## src/cgir_params.svh

```systemverilog
// Function
// - Rate register at 04, alias 0A, resets 08.
// - Rate code doubles frequency, 0.0625 to 16 Hz.
// - One-shot write in standby starts one conversion.
// - Read-only maker code at FE.
// - Read-only revision code at FF.
// - Input register at 1A mirrors five pins.
// - Bits 7 to 5 of both read zero.
// - Output register at 1B follows input bits.
// - Input register captures pins at power-on.
// - Output register loads strap pins at power-on.
// - Busy flag high while a conversion runs.
`ifndef CGIR_PARAMS_SVH
`define CGIR_PARAMS_SVH
// ==========================================================
// Register offsets.
`define CGIR_OFS_RATE 8'h04
`define CGIR_OFS_RATE_ALIAS 8'h0a
`define CGIR_OFS_ONESHOT 8'h0f
`define CGIR_OFS_GEN_IN 8'h1a
`define CGIR_OFS_GPO 8'h1b
`define CGIR_OFS_MAKER 8'hfe
`define CGIR_OFS_REV 8'hff
// ==========================================================
// Reset values and field layout.
`define CGIR_RATE_RST 8'h08
`define CGIR_RATE_MAX 8'h08
`define CGIR_READ_ZERO 8'h00
`define CGIR_GP_UNUSED 3'h0
`define CGIR_GP_W 5
// ==========================================================
// Timing: the fastest period is 62.5 ms at code 08.
`define CGIR_CLK_NS 8
`define CGIR_FAST_PERIOD_NS 62500000
`define CGIR_FAST_PERIOD_CYC (`CGIR_FAST_PERIOD_NS / `CGIR_CLK_NS)
`endif

```

## src/cgir_pkg.sv

```systemverilog
`default_nettype none
package cgir_pkg;
   // Register access request as delivered by the serial engine.
   typedef struct packed {
      logic wr;
      logic rd;
      logic [7:0] addr;
      logic [7:0] wdata;
   } cgir_req_s;
   // Read answer.
   typedef struct packed {
      logic valid;
      logic [7:0] data;
   } cgir_rsp_s;
   // Conversion sequencer states.
   typedef enum logic [1:0] {
      CGIR_IDLE = 2'b01,
      CGIR_BUSY = 2'b10
   } cgir_seq_e;
endpackage
`default_nettype wire

```

## src/cgir_rate_timer.sv

```systemverilog
`timescale 1ns/1ns
`default_nettype none
`include "cgir_params.svh"
module cgir_rate_timer #(
   parameter int unsigned FAST_PERIOD = `CGIR_FAST_PERIOD_CYC
) (
   input wire logic mclk,
   input wire logic sys_rst,
   input wire logic run,
   input wire logic [7:0] rate,
   output logic tick
);
   import cgir_pkg::*;
   logic [31:0] count;
   logic [31:0] next_count;

   // Period in cycles: codes above the top code run at 16 Hz.
   function automatic logic [31:0] period(input logic [7:0] code);
      logic [7:0] c;
      c = (code > `CGIR_RATE_MAX) ? `CGIR_RATE_MAX : code;
      period = 32'(FAST_PERIOD) << (`CGIR_RATE_MAX - c);
   endfunction

   // ==========================================================
   // Countdown; held at reload value while stopped.
   always_comb begin
      tick = run && (count == 32'h0);
      if (!run || tick) begin
         next_count = period(rate) - 32'h1;
      end else begin
         next_count = count - 32'h1;
      end
   end

   // Counter register.
   always_ff @(posedge mclk or posedge sys_rst) begin
      if (sys_rst) begin
         count <= 32'h0;
      end else begin
         count <= next_count;
      end
   end
endmodule
`default_nettype wire

```

## src/cgir_conv_seq.sv

```systemverilog
`timescale 1ns/1ns
`default_nettype none
`include "cgir_params.svh"
module cgir_conv_seq (
   input wire logic mclk,
   input wire logic sys_rst,
   input wire logic start,
   input wire logic conv_done,
   output logic conv_start,
   output logic busy
);
   import cgir_pkg::*;
   cgir_seq_e state;
   cgir_seq_e next_state;

   // ==========================================================
   // A start is taken only when idle; busy lasts until done.
   always_comb begin
      conv_start = 1'b0;
      next_state = state;
      case (state)
         CGIR_IDLE: begin
            if (start) begin
               conv_start = 1'b1;
               next_state = CGIR_BUSY;
            end
         end
         CGIR_BUSY: begin
            if (conv_done) begin
               next_state = CGIR_IDLE;
            end
         end
         default: next_state = CGIR_IDLE;
      endcase
   end

   // State register.
   always_ff @(posedge mclk or posedge sys_rst) begin
      if (sys_rst) begin
         state <= CGIR_IDLE;
      end else begin
         state <= next_state;
      end
   end

   assign busy = (state == CGIR_BUSY);
endmodule
`default_nettype wire

```

## src/cgir_regs.sv

```systemverilog
`timescale 1ns/1ns
`default_nettype none
`include "cgir_params.svh"
module cgir_regs #(
   parameter int unsigned FAST_PERIOD = `CGIR_FAST_PERIOD_CYC,
   // Identification codes; the values are arbitrary.
   parameter logic [7:0] MAKER_ID = 8'h5a,
   parameter logic [7:0] REV_ID = 8'h3c
) (
   input wire logic mclk,
   input wire logic sys_rst,
   input wire cgir_pkg::cgir_req_s req,
   output var cgir_pkg::cgir_rsp_s rsp,
   input wire logic standby,
   input wire logic conv_done,
   output logic conv_start,
   output logic busy,
   input wire logic [4:0] general_pin,
   input wire logic [4:0] default_strap_pin,
   output logic [4:0] general_pin_output
);
   import cgir_pkg::*;

   // ==========================================================
   // Address decode helpers.
   function automatic logic is_rate(input logic [7:0] a);
      is_rate = (a == `CGIR_OFS_RATE) || (a == `CGIR_OFS_RATE_ALIAS);
   endfunction

   function automatic logic [7:0] gp_word(input logic [4:0] b);
      gp_word = {`CGIR_GP_UNUSED, b};
   endfunction

   logic [7:0] conv_rate;
   logic [7:0] next_conv_rate;
   logic oneshot_pend;
   logic next_oneshot_pend;
   logic [4:0] general_input_bits;
   logic [4:0] next_general_input_bits;
   logic [4:0] gpo;
   logic [4:0] next_gpo;
   logic gp_loaded;
   logic next_gp_loaded;
   cgir_rsp_s next_rsp;
   logic rate_tick;
   logic start_req;
   logic wr_rate;
   logic wr_oneshot;
   logic wr_gpo;

   assign wr_rate = req.wr && is_rate(req.addr);
   assign wr_oneshot = req.wr && (req.addr == `CGIR_OFS_ONESHOT);
   assign wr_gpo = req.wr && (req.addr == `CGIR_OFS_GPO);

   // ==========================================================
   // Conversion rate register.
   always_comb begin
      next_conv_rate = conv_rate;
      if (wr_rate) begin
         next_conv_rate = req.wdata;
      end
   end

   // Rate register flop.
   always_ff @(posedge mclk or posedge sys_rst) begin
      if (sys_rst) begin
         conv_rate <= `CGIR_RATE_RST;
      end else begin
         conv_rate <= next_conv_rate;
      end
   end

   // ==========================================================
   // One-shot request: only taken in standby, held until accepted.
   always_comb begin
      next_oneshot_pend = oneshot_pend;
      if (oneshot_pend && !busy) begin
         next_oneshot_pend = 1'b0;
      end
      if (wr_oneshot && standby) begin
         next_oneshot_pend = 1'b1;
      end
   end

   // One-shot flop.
   always_ff @(posedge mclk or posedge sys_rst) begin
      if (sys_rst) begin
         oneshot_pend <= 1'b0;
      end else begin
         oneshot_pend <= next_oneshot_pend;
      end
   end

   // Periodic conversions run only outside standby.
   cgir_rate_timer #(
      .FAST_PERIOD(FAST_PERIOD)
   ) i_cgir_rate_timer (
      .mclk(mclk),
      .sys_rst(sys_rst),
      .run(!standby),
      .rate(conv_rate),
      .tick(rate_tick)
   );

   assign start_req = rate_tick || oneshot_pend;

   // Conversion sequencer driving the busy flag.
   cgir_conv_seq i_cgir_conv_seq (
      .mclk(mclk),
      .sys_rst(sys_rst),
      .start(start_req),
      .conv_done(conv_done),
      .conv_start(conv_start),
      .busy(busy)
   );

   // ==========================================================
   // General purpose registers. The first edge after reset
   // release captures pins and straps; afterwards the input
   // register tracks the pins and the output register follows
   // each change of the input bits unless the host writes it.
   always_comb begin
      next_gp_loaded = 1'b1;
      next_general_input_bits = general_pin;
      next_gpo = gpo;
      if (!gp_loaded) begin
         next_gpo = default_strap_pin;
      end else if (wr_gpo) begin
         next_gpo = req.wdata[4:0];
      end else if (general_pin != general_input_bits) begin
         next_gpo = general_pin;
      end
   end

   // General purpose flops.
   always_ff @(posedge mclk or posedge sys_rst) begin
      if (sys_rst) begin
         gp_loaded <= 1'b0;
         general_input_bits <= 5'h00;
         gpo <= 5'h00;
      end else begin
         gp_loaded <= next_gp_loaded;
         general_input_bits <= next_general_input_bits;
         gpo <= next_gpo;
      end
   end

   assign general_pin_output = gpo;

   // ==========================================================
   // Read mux; unmapped and write-only offsets read zero.
   always_comb begin
      next_rsp.valid = req.rd;
      next_rsp.data = `CGIR_READ_ZERO;
      if (req.rd) begin
         if (is_rate(req.addr)) begin
            next_rsp.data = conv_rate;
         end else begin
            case (req.addr)
               `CGIR_OFS_GEN_IN: begin
                  next_rsp.data = gp_word(general_input_bits);
               end
               `CGIR_OFS_GPO: next_rsp.data = gp_word(gpo);
               `CGIR_OFS_MAKER: next_rsp.data = MAKER_ID;
               `CGIR_OFS_REV: next_rsp.data = REV_ID;
               default: next_rsp.data = `CGIR_READ_ZERO;
            endcase
         end
      end
   end

   // Answer register.
   always_ff @(posedge mclk or posedge sys_rst) begin
      if (sys_rst) begin
         rsp <= '0;
      end else begin
         rsp <= next_rsp;
      end
   end
endmodule
`default_nettype wire

```

## config.mk

```make
export PLATFORM = sky130hd
export DESIGN_NAME = cgir_regs
export DESIGN_NICKNAME = d
export VERILOG_FILES = /design/src/cgir_pkg.sv /design/src/cgir_rate_timer.sv /design/src/cgir_conv_seq.sv /design/src/cgir_regs.sv
export VERILOG_INCLUDE_DIRS = /design/src
export SDC_FILE = /design/constraint.sdc
export NUM_CORES = 1
export LEC_CHECK = 0
export BUFFER_PORTS_ARGS = -buffer_cell sky130_fd_sc_hd__buf_2
export CAP_MARGIN = 20
export CORE_ASPECT_RATIO = 1.4
export CORE_MARGIN = 3
export CORE_UTILIZATION = 62
export DETAILED_ROUTE_END_ITERATION = 8
export HOLD_SLACK_MARGIN = 0.15
export PLACE_DENSITY = 0.83
export SYNTH_ARGS = -nofsm -noshare
export SYNTH_HDL_FRONTEND = slang
export SYNTH_SLANG_ARGS = --single-unit
```

## constraint.sdc

```tcl
create_clock -name mclk -period 6.9 [get_ports mclk]
set_clock_uncertainty 0.1 [all_clocks]
set_input_delay 1.38 -clock mclk [delete_from_list [all_inputs] [get_ports mclk]]
set_output_delay 1.38 -clock mclk [all_outputs]
set_load 0.05 [all_outputs]
```

; ---- Word level (Yosys, flattened, before mapping)
; Index checks and enable logic that the tools add are counted.
[totals]
regBits = 63
inputBits = 32
output_inout_bits = 16
elab_cells = 56
[op_classes]
addsub = 3
n_lt_le_gt_ge = 1
n_eq_ne = 13
n_shift = 1
mux = 15
reduce_logical = 14
[op_table]
columns = cell, count
row1 = 32-bit by 1-bit subtractor with 32-bit output (second input constant), 2
row2 = 32-bit zero test, 1
row3 = 32-bit 2-to-1 mux, 1
row4 = 23-bit by 8-bit left shift with 32-bit output (first input constant), 1
row5 = 7-bit case mux with 4 select lines, 1
row6 = 8-bit 2-to-1 mux, 3
row7 = 8-bit by 4-bit equality test with 1-bit output (second input constant), 2
row8 = 8-bit by 5-bit equality test with 1-bit output (second input constant), 2
row9 = 8-bit equality test (second input constant), 2
row10 = 5-bit 2-to-1 mux, 3
row11 = 8-bit by 3-bit equality test with 1-bit output (second input constant), 1
row12 = 8-bit by 4-bit greater-than comparator with 1-bit output (second input constant), 1
row13 = 4-bit by 8-bit subtractor with 8-bit output (first input constant), 1
row14 = 1-bit logical AND, 6
row15 = 5-bit inequality test, 1
row16 = 1-bit 2-to-1 mux, 4
row17 = 2-bit 2-to-1 mux, 2
row18 = 2-bit case mux with 2 select lines, 1
row19 = 1-bit logical OR, 3
row20 = 3-bit by 1-bit inequality test with 1-bit output (second input constant), 1
row21 = 2-bit by 1-bit equality test with 1-bit output (second input constant), 1
row22 = 2-bit equality test (second input constant), 1
row23 = 1-bit zero test, 2
row24 = 2-bit by 1-bit inequality test with 1-bit output (second input constant), 1
row25 = 3 further kinds, 3

; ---- Longest topological paths before layout
[logic_depth]
ltp_word = 6
depth_mapped = 12
depth_no_buf = 10

; ---- By module
; From an unflattened synthesis, not the netlist that was laid out.
[unflattened]
hier_cells = 382
hier_area_um2 = 3623.5
[modules_own_cells]
columns = module, instances, cells_each, area_each_um2, seq_area_each_um2
row1 = cgir_rate_timer, 1, 248, 2117.0, 800.8
row2 = cgir_regs, 1, 125, 1410.1, 726.9
row3 = cgir_conv_seq, 1, 9, 96.3, 51.3

; ---- Worst setup path before layout
; OpenSTA, ideal clock, no wires.
[synth_path]
path_type = input-to-reg
startpoint = in standby
endpoint = reg i_cgir_rate_timer.count[30]
setup_ns = 0.080
t_arrival_ns = 3.671
required_time_ns = 6.720
path_slack_ns = 3.049
cell_stages = 11
path_buffers = 3
path_cell_list = clkbuf_1 a41oi_1 clkbuf_1 buf_1 nand2_1 ha_1 nand3_1 nor3_1 nand3_1 nor3_1 xnor2_1
[synth_via]
elab_chain_cells = 4
[synth_lines]
columns = element, line
row1 = "start, declared", cgir_regs.sv:14  ; input wire logic standby,
row2 = 1-bit zero test, cgir_regs.sv:100  ; .run(!standby),
row3 = 1-bit logical AND, cgir_rate_timer.sv:27  ; tick = run && (count == 32'h0);
row4 = 1-bit logical OR *, cgir_rate_timer.sv:28  ; if (!run || tick) begin
row5 = 32-bit 2-to-1 mux *, cgir_rate_timer.sv:28
row6 = net i_cgir_rate_timer.next_count[30], cgir_rate_timer.sv:15  ; logic [31:0] next_count;
row7 = "end signal, assigned", cgir_rate_timer.sv:40  ; count <= next_count;
row8 = "end, declared", cgir_rate_timer.sv:14  ; logic [31:0] count;
; The timed path passes the listed nets; every way through them passes the cells marked *.
; A chain may end at the register's enable or synchronous reset.

; ---- Final worst setup path
[layout_path]
startpoint = reg i_cgir_rate_timer.count[22]
endpoint = reg i_cgir_rate_timer.count[30]
[layout_via]
elab_chain_cells = 4
elab_cells_between_ends = 5
classes_between = add/sub (1) / mux (1) / reduce/logical (3)
[layout_lines]
columns = element, line
row1 = branches (longest 3 deep; another with 32-bit by 1-bit subtractor with 32-bit output), n/a
row2 = 32-bit 2-to-1 mux *, cgir_rate_timer.sv:28
row3 = net i_cgir_rate_timer.next_count[30], cgir_rate_timer.sv:15
; Mark *: on every way through the listed nets, which the timed path passes.

==> results by group <==
Yosys
  – Share of the synthesized area in the top cell type: 42.9%
  – Syn_area_per_cell: 9.30 um^2
  – Top FF cell, synth: dfrtp_1
  – Cells after synthesis: 383
  – Sequential element share of the synthesized area: 44.3%
  – Number of flops mapped to enable cells by yosys: 0
  – Yosys cell types: 52
  – Area leader, netlist: dfrtp_1
  – Leading post-synthesis cells by cell area: dfrtp_1 43%, a21oi_1 3.7%, mux2_2 3.5%
  – Synthesized cell area: 3560 um^2
  – Synth warn: 0
  – Net Count, Synth: 416
  – Ys async rst share: 100%
  – Register bit total from synthesis: 63

Timing
  – Final Cycle Share: 57.7%
  – Hold_ws: 0.380 ns
  – Max Freq: 251 MHz
  – Hold Fails Final Rpt: 0
  – Unrepaired setup endpoints after global routing: no
  – Measured slew at the worst slew-check pin: 0.925 ns
  – Endpoints failing setup: 0
  – Min Tclk post-route: 3.98 ns
  – Final Max Tran Viols: 0
  – Slew headroom: 37.9%
  – Final TNS setup: 0 ns

Run status
  – Status: complete, no violations

Clocking
  – CTS tree: done
  – Post-CTS Hold Fix Bufs: 0
  – Clock Root Buffer: clkbuf_8
  – Total CTS buffers: 9
  – Clk_lat worst skew: 0.34 ns
  – Postcts setup bufs: 0
  – Worst-case clock buffer depth: 2
  – Post_cts resized: 0
  – Worst-path clk slew: 0.07 ns
  – Clock Sinks: 63
  – # H-tree levels: 3

Worst hold path
  – Hold Path Class: reg -> reg

Floorplanning
  – Die Ht: 95.7 um
  – I/O pin cnt: 48
  – Rows: 32
  – DIE WIDTH: 70.1 um
  – Initial Utilization: 64.4%
  – Core Box Area: 5530 um^2
  – Die area: 6700 um^2

Setup path
  – Startpoint Class: flop
  – Data required time of the worst path: 7.07 ns
  – Crit end category: flop
  – Critical-path top delay cell: nor3_1
  – Critical Path Max Stage Delay: 0.72 ns
  – Reg2Reg Setup Slack: 2.92 ns
  – CP max FO: 42
  – Crit path DAT: 4.15 ns
  – Crit path kind: reg -> reg
  – Worst-path cell chain: or4_4, nor4_4, a41oi_2, buf_4, nand2_1, ha_1, nand3_1, nor3_1, nand3_1, nor3_1, xnor2_1

GRT
  – Total gr overflow: 0
  – Antenna violations before repair: 0
  – First-pass GRT wire length: 14.4 mm
  – Largest net degree at the start of global routing: 64
  – Tot GR Track Use: 27.5%
  – Vias in the first global route: 3078

Power
  – Lkg Pwr: 1.76 nW
  – PwrDens: 286 nW/um^2
  – VDD IR max: 0.173 mV

Placement
  – IO buf count: 47
  – Placer congestion estimate: 0.873
  – Detailed Place HPWL: 6.19 mm

Drt
  – Antenna Violating Nets Remaining: 0
  – Pre-antenna DRT Iters: 4
  – Vias per cell: 6.36
  – Residual DRC count: 0
  – Vias: 3159
  – Starting DRC count in detailed routing: 329
  – WL final: 8.81 mm
  – Average wire per standard cell: 17.7 um

Layout
  – Share of cells above drive strength 1: 20.3%
  – Fillers: 392
  – Diodes inserted: 0
  – Synth-to-layout area growth: 15.5%
  – Storage cell area: 1580 um^2
  – Footprint of the multi-input gates: 1860 um^2
  – Post-layout nets: 457

Flow run
  – Max-Cap Viols: 0
-- cells by family (layout without fill, tap and decap cells) --
family | after synthesis | count (layout) | share of synthesized area (%)
flip-flops | 63 | 63 | 44.3
AND/OR/NAND/NOR | 158 | 158 | 23.7
multiplexers | 21 | 21 | 6.29
buffers and inverters | 29 | 75 | 3.62
AO/OA/AOI/OAI | 86 | 86 | 15.7
XOR/XNOR | 24 | 24 | 5.90
other | 1 | 1 | 0.105
adder cells (fa/ha/maj) | 1 | 1 | 0.351
-- worst paths after layout --
check | from | to | depth (start not counted)
max | i_cgir_rate_timer.count[22]$_DFF_PP0_ | i_cgir_rate_timer.count[30]$_DFF_PP0_ | 11
min | oneshot_pend$_DFFE_PP0P_ | oneshot_pend$_DFFE_PP0P_ | 2
max reg2reg | i_cgir_rate_timer.count[22]$_DFF_PP0_ | i_cgir_rate_timer.count[30]$_DFF_PP0_ | 11
min reg2reg | oneshot_pend$_DFFE_PP0P_ | oneshot_pend$_DFFE_PP0P_ | 2
max in group asynchronous | sys_rst | i_cgir_rate_timer.count[9]$_DFF_PP0_ | 3
min in group asynchronous | sys_rst | rsp[0]$_DFF_PP0_ | 3
-- power breakdown --
part           internal (mW)  switching, mW  total, mW
clock                  0.315          0.155      0.470
sequential             0.421         0.0573      0.478
combinational         0.0888          0.138      0.226
total                  0.824          0.350       1.17
-- synthesized netlist by cell type (8+ instances only) --
library cell,n
a21oi_1,26
nor2b_1,12
xor2_1,12
nand2_1,21
nand3_1,21
clkbuf_1,14
nor3_1,21
o21ai_0,14
inv_1,8
nor2_1,32
dfrtp_1,61
mux2_2,11
a211oi_1,9
mux2i_1,10
xnor2_1,12
nor4_1,10
-- critical path: cells and delay by family (launching register included) --
| kind | cells | cell delay, ns |
|---|---|---|
| XOR/XNOR | 1 | 0.15 |
| flip-flops | 1 | 0.44 |
| AND/OR/NAND/NOR | 7 | 2.56 |
| buffers and inverters | 1 | 0.28 |
| AO/OA/AOI/OAI | 1 | 0.15 |
| adder cells (fa/ha/maj) | 1 | 0.22 |
-- sequential cells by signal (all words and copies together) (netlist names) --
| name | cells |
|---|---|
| conv_rate | 8 |
| general_input_bits | 5 |
| general_pin_output | 5 |
| gp_loaded | 1 |
| i_cgir_conv_seq.state | 2 |
| i_cgir_rate_timer.count | 32 |
| oneshot_pend | 1 |
| rsp | 9 |
-- area by class of cell --
class,count,share of cell area (%)
timing repair buffer,51,6.45
clock buffer,9,3.01
inverter,8,0.730
multi-input combinational,291,45.3
clock inverter,7,4.08
sequential,63,38.4
tap,68,2.07
-- cell usage in the layout (no fill, tap or decap), types with 3 or more instances in the layout --
cell,n
or3_1,6
and3_1,6
mux2_2,11
nand3_1,21
or4_1,5
nand2_1,21
a21oi_1,26
xnor2_1,12
mux2i_1,10
and2_1,3
nor4_1,10
o21ai_0,14
bufinv_16,5
a31oi_1,4
inv_1,7
o31ai_1,3
xor2_1,12
nand2b_1,6
nor2_1,32
a211o_1,3
nand3b_1,3
buf_4,4
nand4_1,4
a211oi_1,9
a21o_1,5
clkbuf_8,9
dfrtp_1,61
nor2b_1,12
buf_2,47
o211ai_1,6
nor3_1,21
-- metal layers --
layer | GRT usage [%] | vias up | wire length, um
li1 | - | 1475 | -
met1 | 30.0 | 1523 | 3300
met2 | 49.4 | 130 | 4630
met3 | 5.59 | 31 | 466
met4 | 16.0 | 0 | 414
met5 | 0 | - | 0
-- per-stage QoR --
| stage | std cells | worst slack, ns | util, % | cell area [um^2] | power, mW |
|---|---|---|---|---|---|
| 2_1_floorplan | 383 | 3.05 | - | 3560 | 0.642 |
| 3_3_place_gp | 481 | 3.08 | 69.1 | 3820 | 0.696 |
| 3_5_place_dp | 481 | 2.88 | 69.1 | 3820 | 0.705 |
| 4_1_cts | 497 | 2.95 | 74.4 | 4110 | 1.17 |
| 5_1_grt | 497 | 2.61 | 74.4 | 4110 | 1.22 |
| 6_report | 497 | 2.92 | 74.4 | 4110 | 1.17 |
Power figures use the tool's default switching activity.
